File: src/rtl/css_defines.svh
`ifndef CSS_DEFINES_SVH
`define CSS_DEFINES_SVH

// Register offsets (byte addresses, one word each)
`define CSS_CTRL_OFF 8'h00
`define CSS_STATUS_OFF 8'h04

// Control register fields
`define CSS_CTRL_CORE_OFF 0
`define CSS_CTRL_PERIPH_OFF 1
`define CSS_CTRL_CONV_OFF 2
`define CSS_CTRL_TIMER_OFF 3
`define CSS_CTRL_SLEEP 4
`define CSS_CTRL_RESET 4'h0

// Status register fields
`define CSS_ST_STATE_LSB 0
`define CSS_ST_SRCSEL_LSB 3
`define CSS_ST_SUSEL_LSB 7
`define CSS_ST_DIV8 9
`define CSS_ST_SRC_LSB 10
`define CSS_ST_RESET 13
`define CSS_ST_WOKE 14

// Factory fuse values, used when the fuse array reads back invalid
`define CSS_FACTORY_SRCSEL 4'h2
`define CSS_FACTORY_SUSEL 2'h2
`define CSS_FACTORY_DIV8 1'b0

// Synchronised pin indices and their idle levels
`define CSS_PIN_EXT_RST 0
`define CSS_PIN_WDT 1
`define CSS_PIN_OSC 2
`define CSS_PIN_XTAL 3
`define CSS_PIN_IDLE 4'h1

// Time-out codes and watchdog oscillator cycle counts
`define CSS_TO_NONE 2'h0
`define CSS_TO_SHORT 2'h1
`define CSS_TO_LONG 2'h2
`define CSS_TO_SHORT_CYC 16'h0200
`define CSS_TO_LONG_CYC 16'h2000

// Oscillator start-up cycle counts
`define CSS_SU_EXT 16'h0006
`define CSS_SU_258 16'h0102
`define CSS_SU_1K 16'h0400
`define CSS_SU_16K 16'h4000
`define CSS_SU_32K 16'h8000
`define CSS_SU_RESET_EXTRA 16'h000e

// System clock prescaler
`define CSS_DIV8_LAST 3'h7

`endif

File: src/rtl/css_pkg.sv
package css_pkg;

    // Sequencer states
    typedef enum logic [2:0] {
        ST_RESET,
        ST_TIMEOUT,
        ST_STARTUP,
        ST_RUN,
        ST_SLEEP
    } css_state_type;

    // Decoded clock source
    typedef enum logic [2:0] {
        SRC_LP_XTAL,
        SRC_FS_XTAL,
        SRC_LF_XTAL,
        SRC_RC_128K,
        SRC_RC_CAL,
        SRC_EXT,
        SRC_RESERVED
    } css_source_type;

endpackage : css_pkg

File: src/rtl/css_startup_sequencer.sv
// The placing of the registers and the Wishbone interface to the registers were chosen for this implementation.
`include "css_defines.svh"
module css_startup_sequencer (
    // Clock and reset
    input wire logic core_clk,
    input wire logic sys_rst,
    // Asynchronous pins and foreign clocks
    input wire logic ext_reset_n_pin,
    input wire logic watchdog_osc_in,
    input wire logic osc_clk_in,
    input wire logic async_xtal_in,
    // Configuration fuses
    input wire logic [3:0] clock_source_select_fuses,
    input wire logic [1:0] startup_time_fuses,
    input wire logic divide_by_eight_fuse,
    input wire logic fuses_valid,
    // Wake sources
    input wire logic wake_event,
    input wire logic level_irq_in,
    // Wishbone slave
    input wire logic wb_cyc_i,
    input wire logic wb_stb_i,
    input wire logic wb_we_i,
    input wire logic [7:0] wb_adr_i,
    input wire logic [3:0] wb_sel_i,
    input wire logic [31:0] wb_dat_i,
    output logic [31:0] wb_dat_o,
    output logic wb_ack_o,
    // Reset and clock enables towards the core
    output logic internal_reset,
    output logic core_clock_en,
    output logic peripheral_clock_en,
    output logic program_memory_clock_en,
    output logic converter_clock_en,
    output logic async_timer_clock_en,
    // Decoded configuration and wake interrupt
    output logic [2:0] source_select,
    output logic [2:0] osc_range,
    output logic wake_irq_taken
);

    css_pkg::css_state_type state_reg; // Sequencer state
    logic [15:0] cnt_reg; // Shared time-out / start-up counter
    logic woke_reg; // Current start-up is a wake
    logic [3:0] src_sel_reg; // Latched source select
    logic [1:0] su_sel_reg; // Latched start-up select
    logic div8_reg; // Latched divide fuse, zero = programmed
    logic [3:0] ctrl_reg; // Software clock gates
    logic sleep_req_reg; // One-cycle sleep request
    logic ack_reg; // Bus acknowledge
    logic [31:0] rdat_reg; // Bus read data
    logic [2:0] div_reg; // Prescaler count
    logic tick_reg; // Prescaled system clock tick
    logic irq_reg; // Wake interrupt pulse
    logic rst_out_reg; // Internal reset
    logic [4:0] en_reg; // Clock enables
    logic [2:0] src_reg; // Decoded source
    logic [3:0] s0_reg, s1_reg, s2_reg; // Pin synchronisers
    logic [3:0] filt_reg; // Agreed pin levels
    logic [3:0] rise_reg; // One-cycle rising edges
    logic [17:0] timing; // Decoded {time-out code, start-up cycles}
    logic [15:0] to_target; // Watchdog cycles to wait
    logic [15:0] su_target; // Oscillator cycles to wait
    logic run_state; // Core may run
    logic bus_req; // Bus access pending

    // Source decode, ones mean unprogrammed fuses
    function automatic logic [2:0] source_of(input logic [3:0] cs);
        logic [2:0] s;
        s = 3'(css_pkg::SRC_RESERVED);
        if (cs[3])
            s = 3'(css_pkg::SRC_LP_XTAL);
        else if (cs[3:1] == 3'h3)
            s = 3'(css_pkg::SRC_FS_XTAL);
        else if (cs[3:1] == 3'h2)
            s = 3'(css_pkg::SRC_LF_XTAL);
        else if (cs == 4'h3)
            s = 3'(css_pkg::SRC_RC_128K);
        else if (cs == 4'h2)
            s = 3'(css_pkg::SRC_RC_CAL);
        else if (cs == 4'h0)
            s = 3'(css_pkg::SRC_EXT);
        return s;
    endfunction : source_of

    // Time-out code and start-up cycle count per source and fuses
    function automatic logic [17:0] timing_of(input logic [3:0] cs,
                                               input logic [1:0] su);
        logic [1:0] t;
        logic [15:0] n;
        t = `CSS_TO_LONG;
        n = `CSS_SU_EXT;
        if (cs[3] || cs[3:1] == 3'h3) begin
            // Both crystal amplifiers share one table
            unique case ({cs[0], su})
                3'h0: begin n = `CSS_SU_258; t = `CSS_TO_SHORT; end
                3'h1: begin n = `CSS_SU_258; t = `CSS_TO_LONG; end
                3'h2: begin n = `CSS_SU_1K; t = `CSS_TO_NONE; end
                3'h3: begin n = `CSS_SU_1K; t = `CSS_TO_SHORT; end
                3'h4: begin n = `CSS_SU_1K; t = `CSS_TO_LONG; end
                3'h5: begin n = `CSS_SU_16K; t = `CSS_TO_NONE; end
                3'h6: begin n = `CSS_SU_16K; t = `CSS_TO_SHORT; end
                3'h7: begin n = `CSS_SU_16K; t = `CSS_TO_LONG; end
            endcase
        end else if (cs[3:1] == 3'h2) begin
            // Watch crystal; reserved 11 takes the safest delay
            n = cs[0] ? `CSS_SU_32K : `CSS_SU_1K;
            if (su == 2'h0)
                t = `CSS_TO_NONE;
            else if (su == 2'h1)
                t = `CSS_TO_SHORT;
        end else begin
            // RC and external clocks: short count, fuse picks delay
            if (su == 2'h0)
                t = `CSS_TO_NONE;
            else if (su == 2'h1)
                t = `CSS_TO_SHORT;
        end
        return {t, n};
    endfunction : timing_of

    // Targets follow latched fuses, plus the wake flag for start-up
    always_comb begin
        timing = timing_of(src_sel_reg, su_sel_reg);
        unique case (timing[17:16])
            `CSS_TO_NONE: to_target = 16'h0000;
            `CSS_TO_SHORT: to_target = `CSS_TO_SHORT_CYC;
            default: to_target = `CSS_TO_LONG_CYC;
        endcase
        // Reset start-ups add the fixed 14-cycle tail
        su_target = woke_reg ? timing[15:0]
                             : timing[15:0] + `CSS_SU_RESET_EXTRA;
        run_state = (state_reg == css_pkg::ST_RUN);
        bus_req = wb_cyc_i && wb_stb_i;
    end

    // Three-stage synchronisers; a level counts once stages 2 and 3 agree
    for (genvar i = 0; i < 4; i++) begin : g_sync
        always_ff @(posedge core_clk) begin
            if (sys_rst) begin
                // Start at the idle level so release shows no false edge
                s0_reg[i] <= 1'(`CSS_PIN_IDLE >> i);
                s1_reg[i] <= 1'(`CSS_PIN_IDLE >> i);
                s2_reg[i] <= 1'(`CSS_PIN_IDLE >> i);
                filt_reg[i] <= 1'(`CSS_PIN_IDLE >> i);
                rise_reg[i] <= 1'b0;
            end else begin
                s0_reg[i] <= i == 0 ? ext_reset_n_pin :
                             i == 1 ? watchdog_osc_in :
                             i == 2 ? osc_clk_in : async_xtal_in;
                s1_reg[i] <= s0_reg[i];
                s2_reg[i] <= s1_reg[i];
                // Only agreed levels move the filter, masking glitches
                if (s1_reg[i] == s2_reg[i])
                    filt_reg[i] <= s2_reg[i];
                rise_reg[i] <= (s1_reg[i] == s2_reg[i]) && s2_reg[i]
                               && !filt_reg[i];
            end
        end
    end

    // Fuses are sampled only under reset so a glitching array
    // cannot retarget the clock while the core runs
    always_ff @(posedge core_clk) begin
        if (sys_rst) begin
            src_sel_reg <= fuses_valid ? clock_source_select_fuses
                                       : `CSS_FACTORY_SRCSEL;
            su_sel_reg <= fuses_valid ? startup_time_fuses
                                      : `CSS_FACTORY_SUSEL;
            div8_reg <= fuses_valid ? divide_by_eight_fuse
                                    : `CSS_FACTORY_DIV8;
        end
    end

    // Start-up sequencing
    always_ff @(posedge core_clk) begin
        if (sys_rst) begin
            state_reg <= css_pkg::ST_RESET;
            cnt_reg <= 16'h0000;
            woke_reg <= 1'b0;
        end else if (!filt_reg[`CSS_PIN_EXT_RST]) begin
            // External reset pin held: restart from scratch
            state_reg <= css_pkg::ST_RESET;
            cnt_reg <= 16'h0000;
            woke_reg <= 1'b0;
        end else begin
            unique case (state_reg)
                css_pkg::ST_RESET: begin
                    cnt_reg <= 16'h0000;
                    woke_reg <= 1'b0;
                    if (to_target == 16'h0000)
                        state_reg <= css_pkg::ST_STARTUP;
                    else
                        state_reg <= css_pkg::ST_TIMEOUT;
                end
                css_pkg::ST_TIMEOUT: begin
                    // Counted on watchdog oscillator edges only
                    if (rise_reg[`CSS_PIN_WDT]) begin
                        if (cnt_reg == to_target - 16'h0001) begin
                            cnt_reg <= 16'h0000;
                            state_reg <= css_pkg::ST_STARTUP;
                        end else begin
                            cnt_reg <= cnt_reg + 16'h0001;
                        end
                    end
                end
                css_pkg::ST_STARTUP: begin
                    // Ripple count of the selected oscillator
                    if (rise_reg[`CSS_PIN_OSC]) begin
                        if (cnt_reg == su_target - 16'h0001) begin
                            cnt_reg <= 16'h0000;
                            state_reg <= css_pkg::ST_RUN;
                        end else begin
                            cnt_reg <= cnt_reg + 16'h0001;
                        end
                    end
                end
                css_pkg::ST_RUN: begin
                    if (sleep_req_reg)
                        state_reg <= css_pkg::ST_SLEEP;
                end
                css_pkg::ST_SLEEP: begin
                    // Supply assumed good: skip the time-out
                    if (wake_event || level_irq_in) begin
                        state_reg <= css_pkg::ST_STARTUP;
                        woke_reg <= 1'b1;
                        cnt_reg <= 16'h0000;
                    end
                end
            endcase
        end
    end

    // Reset output and wake interrupt
    always_ff @(posedge core_clk) begin
        if (sys_rst) begin
            rst_out_reg <= 1'b1;
            irq_reg <= 1'b0;
        end else begin
            rst_out_reg <= !(run_state
                             || state_reg == css_pkg::ST_SLEEP);
            // The level is judged only at the end of start-up
            irq_reg <= state_reg == css_pkg::ST_STARTUP && woke_reg
                       && rise_reg[`CSS_PIN_OSC]
                       && cnt_reg == su_target - 16'h0001
                       && level_irq_in;
        end
    end

    // System clock prescaler
    always_ff @(posedge core_clk) begin
        if (sys_rst) begin
            div_reg <= 3'h0;
            tick_reg <= 1'b0;
        end else begin
            div_reg <= div_reg + 3'h1;
            // Programmed fuse reads zero
            tick_reg <= div8_reg || div_reg == `CSS_DIV8_LAST;
        end
    end

    // Clock distribution; every domain except the async timer uses the same prescaler tick
    always_ff @(posedge core_clk) begin
        if (sys_rst) begin
            en_reg <= 5'h00;
        end else begin
            en_reg[0] <= tick_reg && run_state
                         && !ctrl_reg[`CSS_CTRL_CORE_OFF];
            en_reg[1] <= tick_reg && run_state
                         && !ctrl_reg[`CSS_CTRL_CORE_OFF];
            en_reg[2] <= tick_reg && run_state
                         && !ctrl_reg[`CSS_CTRL_PERIPH_OFF];
            // Converter keeps running while core sleeps
            en_reg[3] <= tick_reg && !ctrl_reg[`CSS_CTRL_CONV_OFF]
                         && (run_state
                             || state_reg == css_pkg::ST_SLEEP);
            // Own crystal, ignores sleep and reset sequencing
            en_reg[4] <= rise_reg[`CSS_PIN_XTAL]
                         && !ctrl_reg[`CSS_CTRL_TIMER_OFF];
        end
    end

    // Decoded configuration outputs
    always_ff @(posedge core_clk) begin
        if (sys_rst) begin
            src_reg <= 3'h0;
        end else begin
            src_reg <= source_of(src_sel_reg);
        end
    end

    // Wishbone: ack one cycle after the strobe, write on the ack edge
    always_ff @(posedge core_clk) begin
        if (sys_rst) begin
            ack_reg <= 1'b0;
            rdat_reg <= 32'h0000_0000;
        end else begin
            ack_reg <= bus_req && !ack_reg;
            rdat_reg <= 32'h0000_0000;
            if (bus_req && !ack_reg && !wb_we_i) begin
                if (wb_adr_i == `CSS_CTRL_OFF)
                    rdat_reg[3:0] <= ctrl_reg;
                else if (wb_adr_i == `CSS_STATUS_OFF) begin
                    rdat_reg[`CSS_ST_STATE_LSB +: 3] <= 3'(state_reg);
                    rdat_reg[`CSS_ST_SRCSEL_LSB +: 4] <= src_sel_reg;
                    rdat_reg[`CSS_ST_SUSEL_LSB +: 2] <= su_sel_reg;
                    rdat_reg[`CSS_ST_DIV8] <= div8_reg;
                    rdat_reg[`CSS_ST_SRC_LSB +: 3] <= src_reg;
                    rdat_reg[`CSS_ST_RESET] <= rst_out_reg;
                    rdat_reg[`CSS_ST_WOKE] <= woke_reg;
                end
            end
        end
    end

    // Control register; sleep bit is a self-clearing strobe
    always_ff @(posedge core_clk) begin
        if (sys_rst) begin
            ctrl_reg <= `CSS_CTRL_RESET;
            sleep_req_reg <= 1'b0;
        end else begin
            sleep_req_reg <= 1'b0;
            if (bus_req && ack_reg && wb_we_i && wb_sel_i[0]
                && wb_adr_i == `CSS_CTRL_OFF) begin
                ctrl_reg <= wb_dat_i[3:0];
                sleep_req_reg <= wb_dat_i[`CSS_CTRL_SLEEP];
            end
        end
    end

    assign wb_ack_o = ack_reg;
    assign wb_dat_o = rdat_reg;
    assign internal_reset = rst_out_reg;
    assign core_clock_en = en_reg[0];
    assign program_memory_clock_en = en_reg[1];
    assign peripheral_clock_en = en_reg[2];
    assign converter_clock_en = en_reg[3];
    assign async_timer_clock_en = en_reg[4];
    assign source_select = src_reg;
    assign osc_range = src_sel_reg[3:1];
    assign wake_irq_taken = irq_reg;
endmodule : css_startup_sequencer

File: config.mk
export PLATFORM = sky130hd
export DESIGN_NAME = css_startup_sequencer
export DESIGN_NICKNAME = d
export VERILOG_FILES = /design/src/rtl/css_pkg.sv /design/src/rtl/css_startup_sequencer.sv
export VERILOG_INCLUDE_DIRS = /design/src /design/src/rtl
export SDC_FILE = /design/constraint.sdc
export NUM_CORES = 1
export LEC_CHECK = 0
export BUFFER_PORTS_ARGS = -buffer_cell sky130_fd_sc_hd__buf_2
export CAP_MARGIN = 0
export CORE_ASPECT_RATIO = 2
export CORE_MARGIN = 2
export CORE_UTILIZATION = 45
export DETAILED_ROUTE_END_ITERATION = 10
export PLACE_DENSITY_LB_ADDON = 0.05
export SETUP_SLACK_MARGIN = 0.1
export SLEW_MARGIN = 20
export SYNTH_ARGS = -nofsm -noshare
export SYNTH_HDL_FRONTEND = slang
export SYNTH_SLANG_ARGS = --single-unit
File: constraint.sdc
create_clock -name core_clk -period 3.39 [get_ports core_clk]
set_input_delay 0.5085 -clock core_clk [delete_from_list [all_inputs] [get_ports core_clk]]
set_output_delay 0.5085 -clock core_clk [all_outputs]
set_load 0.01 [all_outputs]
# Yosys cells after proc, flatten, opt, wreduce, memory -nomap -nowiden
# Memories as Yosys holds them, arrays and structs flattened. A register that Yosys moved wholly into a read port is not among the register bits.
# Cells that the tools add are included.
# classes
n_addsub,5
multipliers,0
div,0
order_cmp,0
eq_ne,24
shifts,0
muxes,33
n_bitwise,4
reduce_logical,55
# op_table
op,count
$mux 16,9
$pmux 16 s4,1
$eq 16x16->1,2
$sub 16x1->16 const B,2
$pmux 14 s2,1
$mux 3,8
$logic_and 1x1->1,23
$add 16x1->16 const B,1
$add 16x4->16 const B,1
$logic_not 16->1,1
$mux 2,8
$mux 15,1
$pmux 3 s5,1
$eq 3x2->1 const B,4
$logic_not 1->1,10
$ne 2x2->1 const B,5
$eq 4x2->1 const B,2
$eq 8x3->1 const B,1
$logic_not 8->1,1
$reduce_or 2->1,4
$eq 3x3->1 const B,2
$reduce_and 6->1,1
$reduce_or 5->1,1
$eq 1x1->1,4
other kinds (18),27
# totals
register_bits,98
latch_bits,0
ram_bits,0
romBits,48
input_bits,63
memories,1
# mem_list
name,words,width,rd,rd_ports_with_merged_regs,wr,line,text
(name not given),8,6,1,1,0,css_startup_sequencer.sv:95,"unique case ({cs[0], su})"

# Depth between registers and ports, before layout
# logic_depth
word_depth,11
depth_mapped,13
depth_no_buf,11

# Worst setup path after synthesis
# OpenSTA, ideal clock, no wires.
# synth_path
path_kind,register to register
startpoint,register src_sel_reg[3]
endpoint,register cnt_reg[10]
arrival_time_ns,2.914
t_required_ns,3.254
setup_slack_ns,0.340
stages_incl_launch_ff,14
n_path_buf,2
period_less_slack_ns,3.050
path_cell_list,edfxtp_1 buf_2 o21ai_0 nand2_1 xor2_1 ha_1 nand2_1 a21o_1 or4_4 a22oi_4 o2111ai_4 a21oi_4 buf_8 nor3_2
# synth_between
elab_chain_cells,10
elab_cells_between_ends,20
# synth_lines
element,line,text
"start, declared",css_startup_sequencer.sv:45,logic [3:0] src_sel_reg;
"start signal, assigned",css_startup_sequencer.sv:166,src_sel_reg <= fuses_valid ? clock_source_select_fuses
"$eq 3x2->1, on equally long branches","css_startup_sequencer.sv:105, css_startup_sequencer.sv:93",
$mux 16 / $logic_or 1x1->1 (equally long branches),"css_startup_sequencer.sv:105, css_startup_sequencer.sv:93",
$mux 16 / $mux 2 (equally long branches),css_startup_sequencer.sv:93,if (cs[3] || cs[3:1] == 3'h3) begin
"$add 16x4->16 (no source line), or another cell as far along",n/a,
$mux 16 (no source line) / $pmux 14 s2 (equally long branches),n/a,
"$sub 16x1->16, on equally long branches","css_startup_sequencer.sv:210, css_startup_sequencer.sv:199",
"$eq 16x16->1, on equally long branches","css_startup_sequencer.sv:210, css_startup_sequencer.sv:199",
"$mux 16, on equally long branches","css_startup_sequencer.sv:210, css_startup_sequencer.sv:199",
"$mux 16, on equally long branches","css_startup_sequencer.sv:209, css_startup_sequencer.sv:198",
$pmux 16 s4 *,css_startup_sequencer.sv:187,unique case (state_reg)
"end signal, assigned",css_startup_sequencer.sv:203,cnt_reg <= cnt_reg + 16'h0001;
"end signal, assigned",css_startup_sequencer.sv:214,cnt_reg <= cnt_reg + 16'h0001;
"end, declared",css_startup_sequencer.sv:43,logic [15:0] cnt_reg;
# Mark *: on every way between the ends. The rest lies on a longest branch, timed or not. The select of a mux whose other input is x is not followed.
# A chain may end at the register's enable or synchronous reset.

# Worst setup path after layout
# layout_path
startpoint,register src_sel_reg[3]
endpoint,register cnt_reg[14]
# Same word-level chain as after synthesis.

==> impl_metrics.py <==
metrics = {
    "critical_path": {
        "crit_path_frequent_cell": "nand2_1",
        "worstRegToRegCells": 12,
        "cp_max_fo": 14,
        "cpPeakStageDelay_ns": 0.50,
        "slowest_stage": "or4_4",
        "cp-end-kind": "flop",
        "cp_num_buf_inv": 1,
        "path_cells": "or2_2 > nand2_1 > xor2_1 > ha_2 > nand2_1 > a21o_1 > or4_4 > a22oi_4 > o2111ai_4 > a21oi_4 > buf_12 > nor3_1",
        "critPathKind": "flop to flop",
        "critPathRequiredTime_ns": 3.58,
        "arrival_ns": 3.30,
        "r2r_start": "src_sel_reg[3]$_SDFFCE_PN0P_",
        "startpoint_type": "flop",
        "cp.depth": 12,
        "cp_top_family": "simple AND/OR/NAND/NOR gates",
        "reg2reg_to": "cnt_reg[14]$_SDFFE_PP0P_",
        "r2r_slack_ns": 0.28,
    },
    "floorplan": {
        "core_area_um2": 8890,
        "rows": 49,
        "die_w_um": 71.2,
        "boundaryPins": 109,
        "start_util": 0.458,
        "die_y_um": 138,
        "fp.dieArea_um2": 9860,
    },
    "synthesis": {
        "synth_cell_types": 56,
        "synth_ff_type": "dfxtp_1",
        "synth_top_cell_by_area": "dfxtp_1",
        "ys_ff_latch": 85,
        "netlist_instances": 424,
        "synth.area.top_cells": "dfxtp_1 38%, edfxtp_1 5.2%, buf_4 3.9%, ha_1 3.7%, and2_1 3.4%",
        "avgSynthCellArea_um2": 9.59,
        "async_flop_share": 0,
        "yosys_warnings": 0,
        "synth_enable_flop_cells": 7,
        "ys_seq_area_frac": 0.436,
        "synth_top_cell_area_share": 0.384,
        "netlist_area_um2": 4070,
    },
    "layout": {
        "stdcell_area_um2": 4720,
        "syn2layout_area_growth_pct": 16.1,
        "layout_commonest_cell": "dfxtp_1",
        "num_antenna_cells": 0,
        "layout_common_cells": "78 x dfxtp_1, 61 x buf_2, 34 x nor2_1, 22 x and2_1, 18 x nand2_1",
        "fin_nets": 555,
        "largest_reg_flops": 16,
        "drive_above_1_share": 0.236,
    },
    "place": {
        "dp_hpwl_um": 7110,
        "numPortBuffers": 61,
        "placedInstanceArea_um2": 4400,
        "dp_slack_ns": 0.187,
        "gp_congestion": 0.847,
    },
    "global_route": {
        "grt_pass1_vias": 3045,
        "grt_first_pass_wirelength_um": 15000,
        "grt_max_degree": 38,
        "antenna_found_initial": 0,
        "grt_use_total": 0.197,
        "globalRouteOverflowTotal": 0,
    },
    "clock_network": {
        "cts_setup_buffers": 0,
        "cts_buffer_depth": 2,
        "cts-hold-fix-buffers": 0,
        "h-tree-depth": 3,
        "cts_root_buf": "clkbuf_16",
        "numCtsBuffers": 9,
        "clk_latency_ns": 0.34,
        "path_clk_slew_ns": 0.06,
        "cts.sinks": 85,
        "cts_tree": "yes",
        "cts_resized": 0,
    },
    "detailed_routing": {
        "viasPerCell": 5.22,
        "postRouteAntennaNets": 0,
        "vias": 3058,
        "dr.first_iter.drc_count": 116,
        "dr.pass1.iters": 4,
        "wl_um": 9360,
        "wl_per_cell_um": 16.0,
        "drc": 0,
    },
    "pwr": {
        "p_int_uw": 1990,
        "pwr-share-comb": 0.218,
        "switching_power_uw": 829,
        "p_per_area_nw_per_um2": 596,
        "ir_worst_vdd_mv": 0.401,
        "power_frac_seq": 0.411,
        "p_total_uw": 2820,
        "netSwitchingFraction": 0.295,
        "p_clk_frac": 0.371,
        "leakage_uw": 0.00199,
    },
    "timing": {
        "fin_crit_sh": 0.917,
        "worst_slew_pin_slew_ns": 0.708,
        "timing.fmax_mhz": 322,
        "fin_crit_ns": 3.11,
        "setup_tns_ns": 0,
        "fin_skew_ns": 0.00582,
        "final_hold_viol_count": 0,
        "maxSlewHeadroom": 0.524,
        "slew_viol_final": 0,
        "setup_ws_ns": 0.280,
        "rsz0062_at_grt": "no",
        "finalSetupViolCount": 0,
    },
    "min_path": {
        "hold_class": "primary input to flop",
        "min_from": "ext_reset_n_pin",
        "holdPathStages": 2,
        "holdPathEnd": "s0_reg[0]$_SDFF_PP1_",
    },
    "job": {
        "drv_cap": 0,
    },
    "outcome": {
        "status": "completed",
    },
}
[power by group through the flow]
stage | clock, uW | combinational (uW) | sequential, uW
final | 1050 | 615 | 1160
after global routing | 1110 | 677 | 1160
after CTS | 1070 | 617 | 1160
after detailed placement | 0 | 614 | 1180
after global placement | 0 | 611 | 1180
after floorplan | 0 | 510 | 1120
[stage by stage]
stage	instances	utilization	hold slack (ns)
6_report	586	0.531	0.354
5_1_grt	586	0.531	0.354
4_1_cts	586	0.531	0.342
3_5_place_dp	571	0.495	0.393
3_3_place_gp	571	0.495	0.397
2_1_floorplan	440	-	0.389
[cell type report]
class | instances | area, um2
flip-flops and latches | 85 | 1770
clock buffers | 11 | 243
clock inverters | 4 | 73.8
well taps | 102 | 128
inverters | 9 | 33.8
repair buffers | 71 | 393
multi-input cells | 304 | 2080
fillers | 825 | 4170
[logic make-up after synthesis]
| group | share of synthesized area |
|---|---|
| AO/OA/AOI/OAI | 0.0987 |
| XOR/XNOR | 0.0495 |
| adder cells (fa/ha/maj) | 0.0369 |
| buffers and inverters | 0.0701 |
| flip-flops | 0.436 |
| multiplexers | 0.0514 |
| other | 0.000922 |
| AND/OR/NAND/NOR | 0.257 |
[cell usage after synthesis, types with 7 or more instances]
| master | n |
|---|---|
| nand2b_1 | 7 |
| mux2_2 | 7 |
| edfxtp_1 | 7 |
| ha_1 | 12 |
| and2_1 | 22 |
| nor2b_1 | 16 |
| nor3b_1 | 8 |
| a21oi_1 | 14 |
| nor3_2 | 10 |
| clkbuf_1 | 16 |
| a211oi_1 | 7 |
| buf_4 | 21 |
| inv_1 | 9 |
| dfxtp_1 | 78 |
| xnor2_1 | 10 |
| nor3_1 | 15 |
| nand3_1 | 9 |
| mux2i_1 | 13 |
| nor2_1 | 34 |
| nand4_1 | 9 |
| xor2_1 | 13 |
| nand2_1 | 18 |
[how the worst max path moves through the flow]
| stage | endpoint | slack [ns] | start |
|---|---|---|---|
| 2_1_floorplan | cnt_reg[10]$_SDFFE_PP0P_ | 0.34 | src_sel_reg[3]$_SDFFCE_PN0P_ |
| 3_3_place_gp | cnt_reg[14]$_SDFFE_PP0P_ | 0.24 | src_sel_reg[3]$_SDFFCE_PN0P_ |
| 3_5_place_dp | cnt_reg[3]$_SDFFE_PP0P_ | 0.19 | src_sel_reg[3]$_SDFFCE_PN0P_ |
| 4_1_cts | cnt_reg[14]$_SDFFE_PP0P_ | 0.16 | src_sel_reg[3]$_SDFFCE_PN0P_ |
| 5_1_grt | cnt_reg[3]$_SDFFE_PP0P_ | 0.12 | src_sel_reg[3]$_SDFFCE_PN0P_ |
| 6_report | cnt_reg[14]$_SDFFE_PP0P_ | 0.28 | src_sel_reg[3]$_SDFFCE_PN0P_ |
[routing by layer]
layer  track usage  vias to the layer above  part of all wire
met2         0.368                       47              0.58
met5             0                        -                 0
met1         0.200                     1444              0.37
met3        0.0299                       15             0.023
met4         0.104                        0             0.028
li1              -                     1552                 -
[worst register-to-register path: stages (launching register included)]
cell       delay [ns]
edfxtp_1         0.42
or2_2            0.37
nand2_1          0.17
xor2_1           0.18
ha_2             0.24
nand2_1          0.08
a21o_1           0.17
or4_4            0.50
a22oi_4          0.19
o2111ai_4        0.21
a21oi_4          0.22
buf_12           0.17
nor3_1           0.06
(Power assumes the default switching activity.)
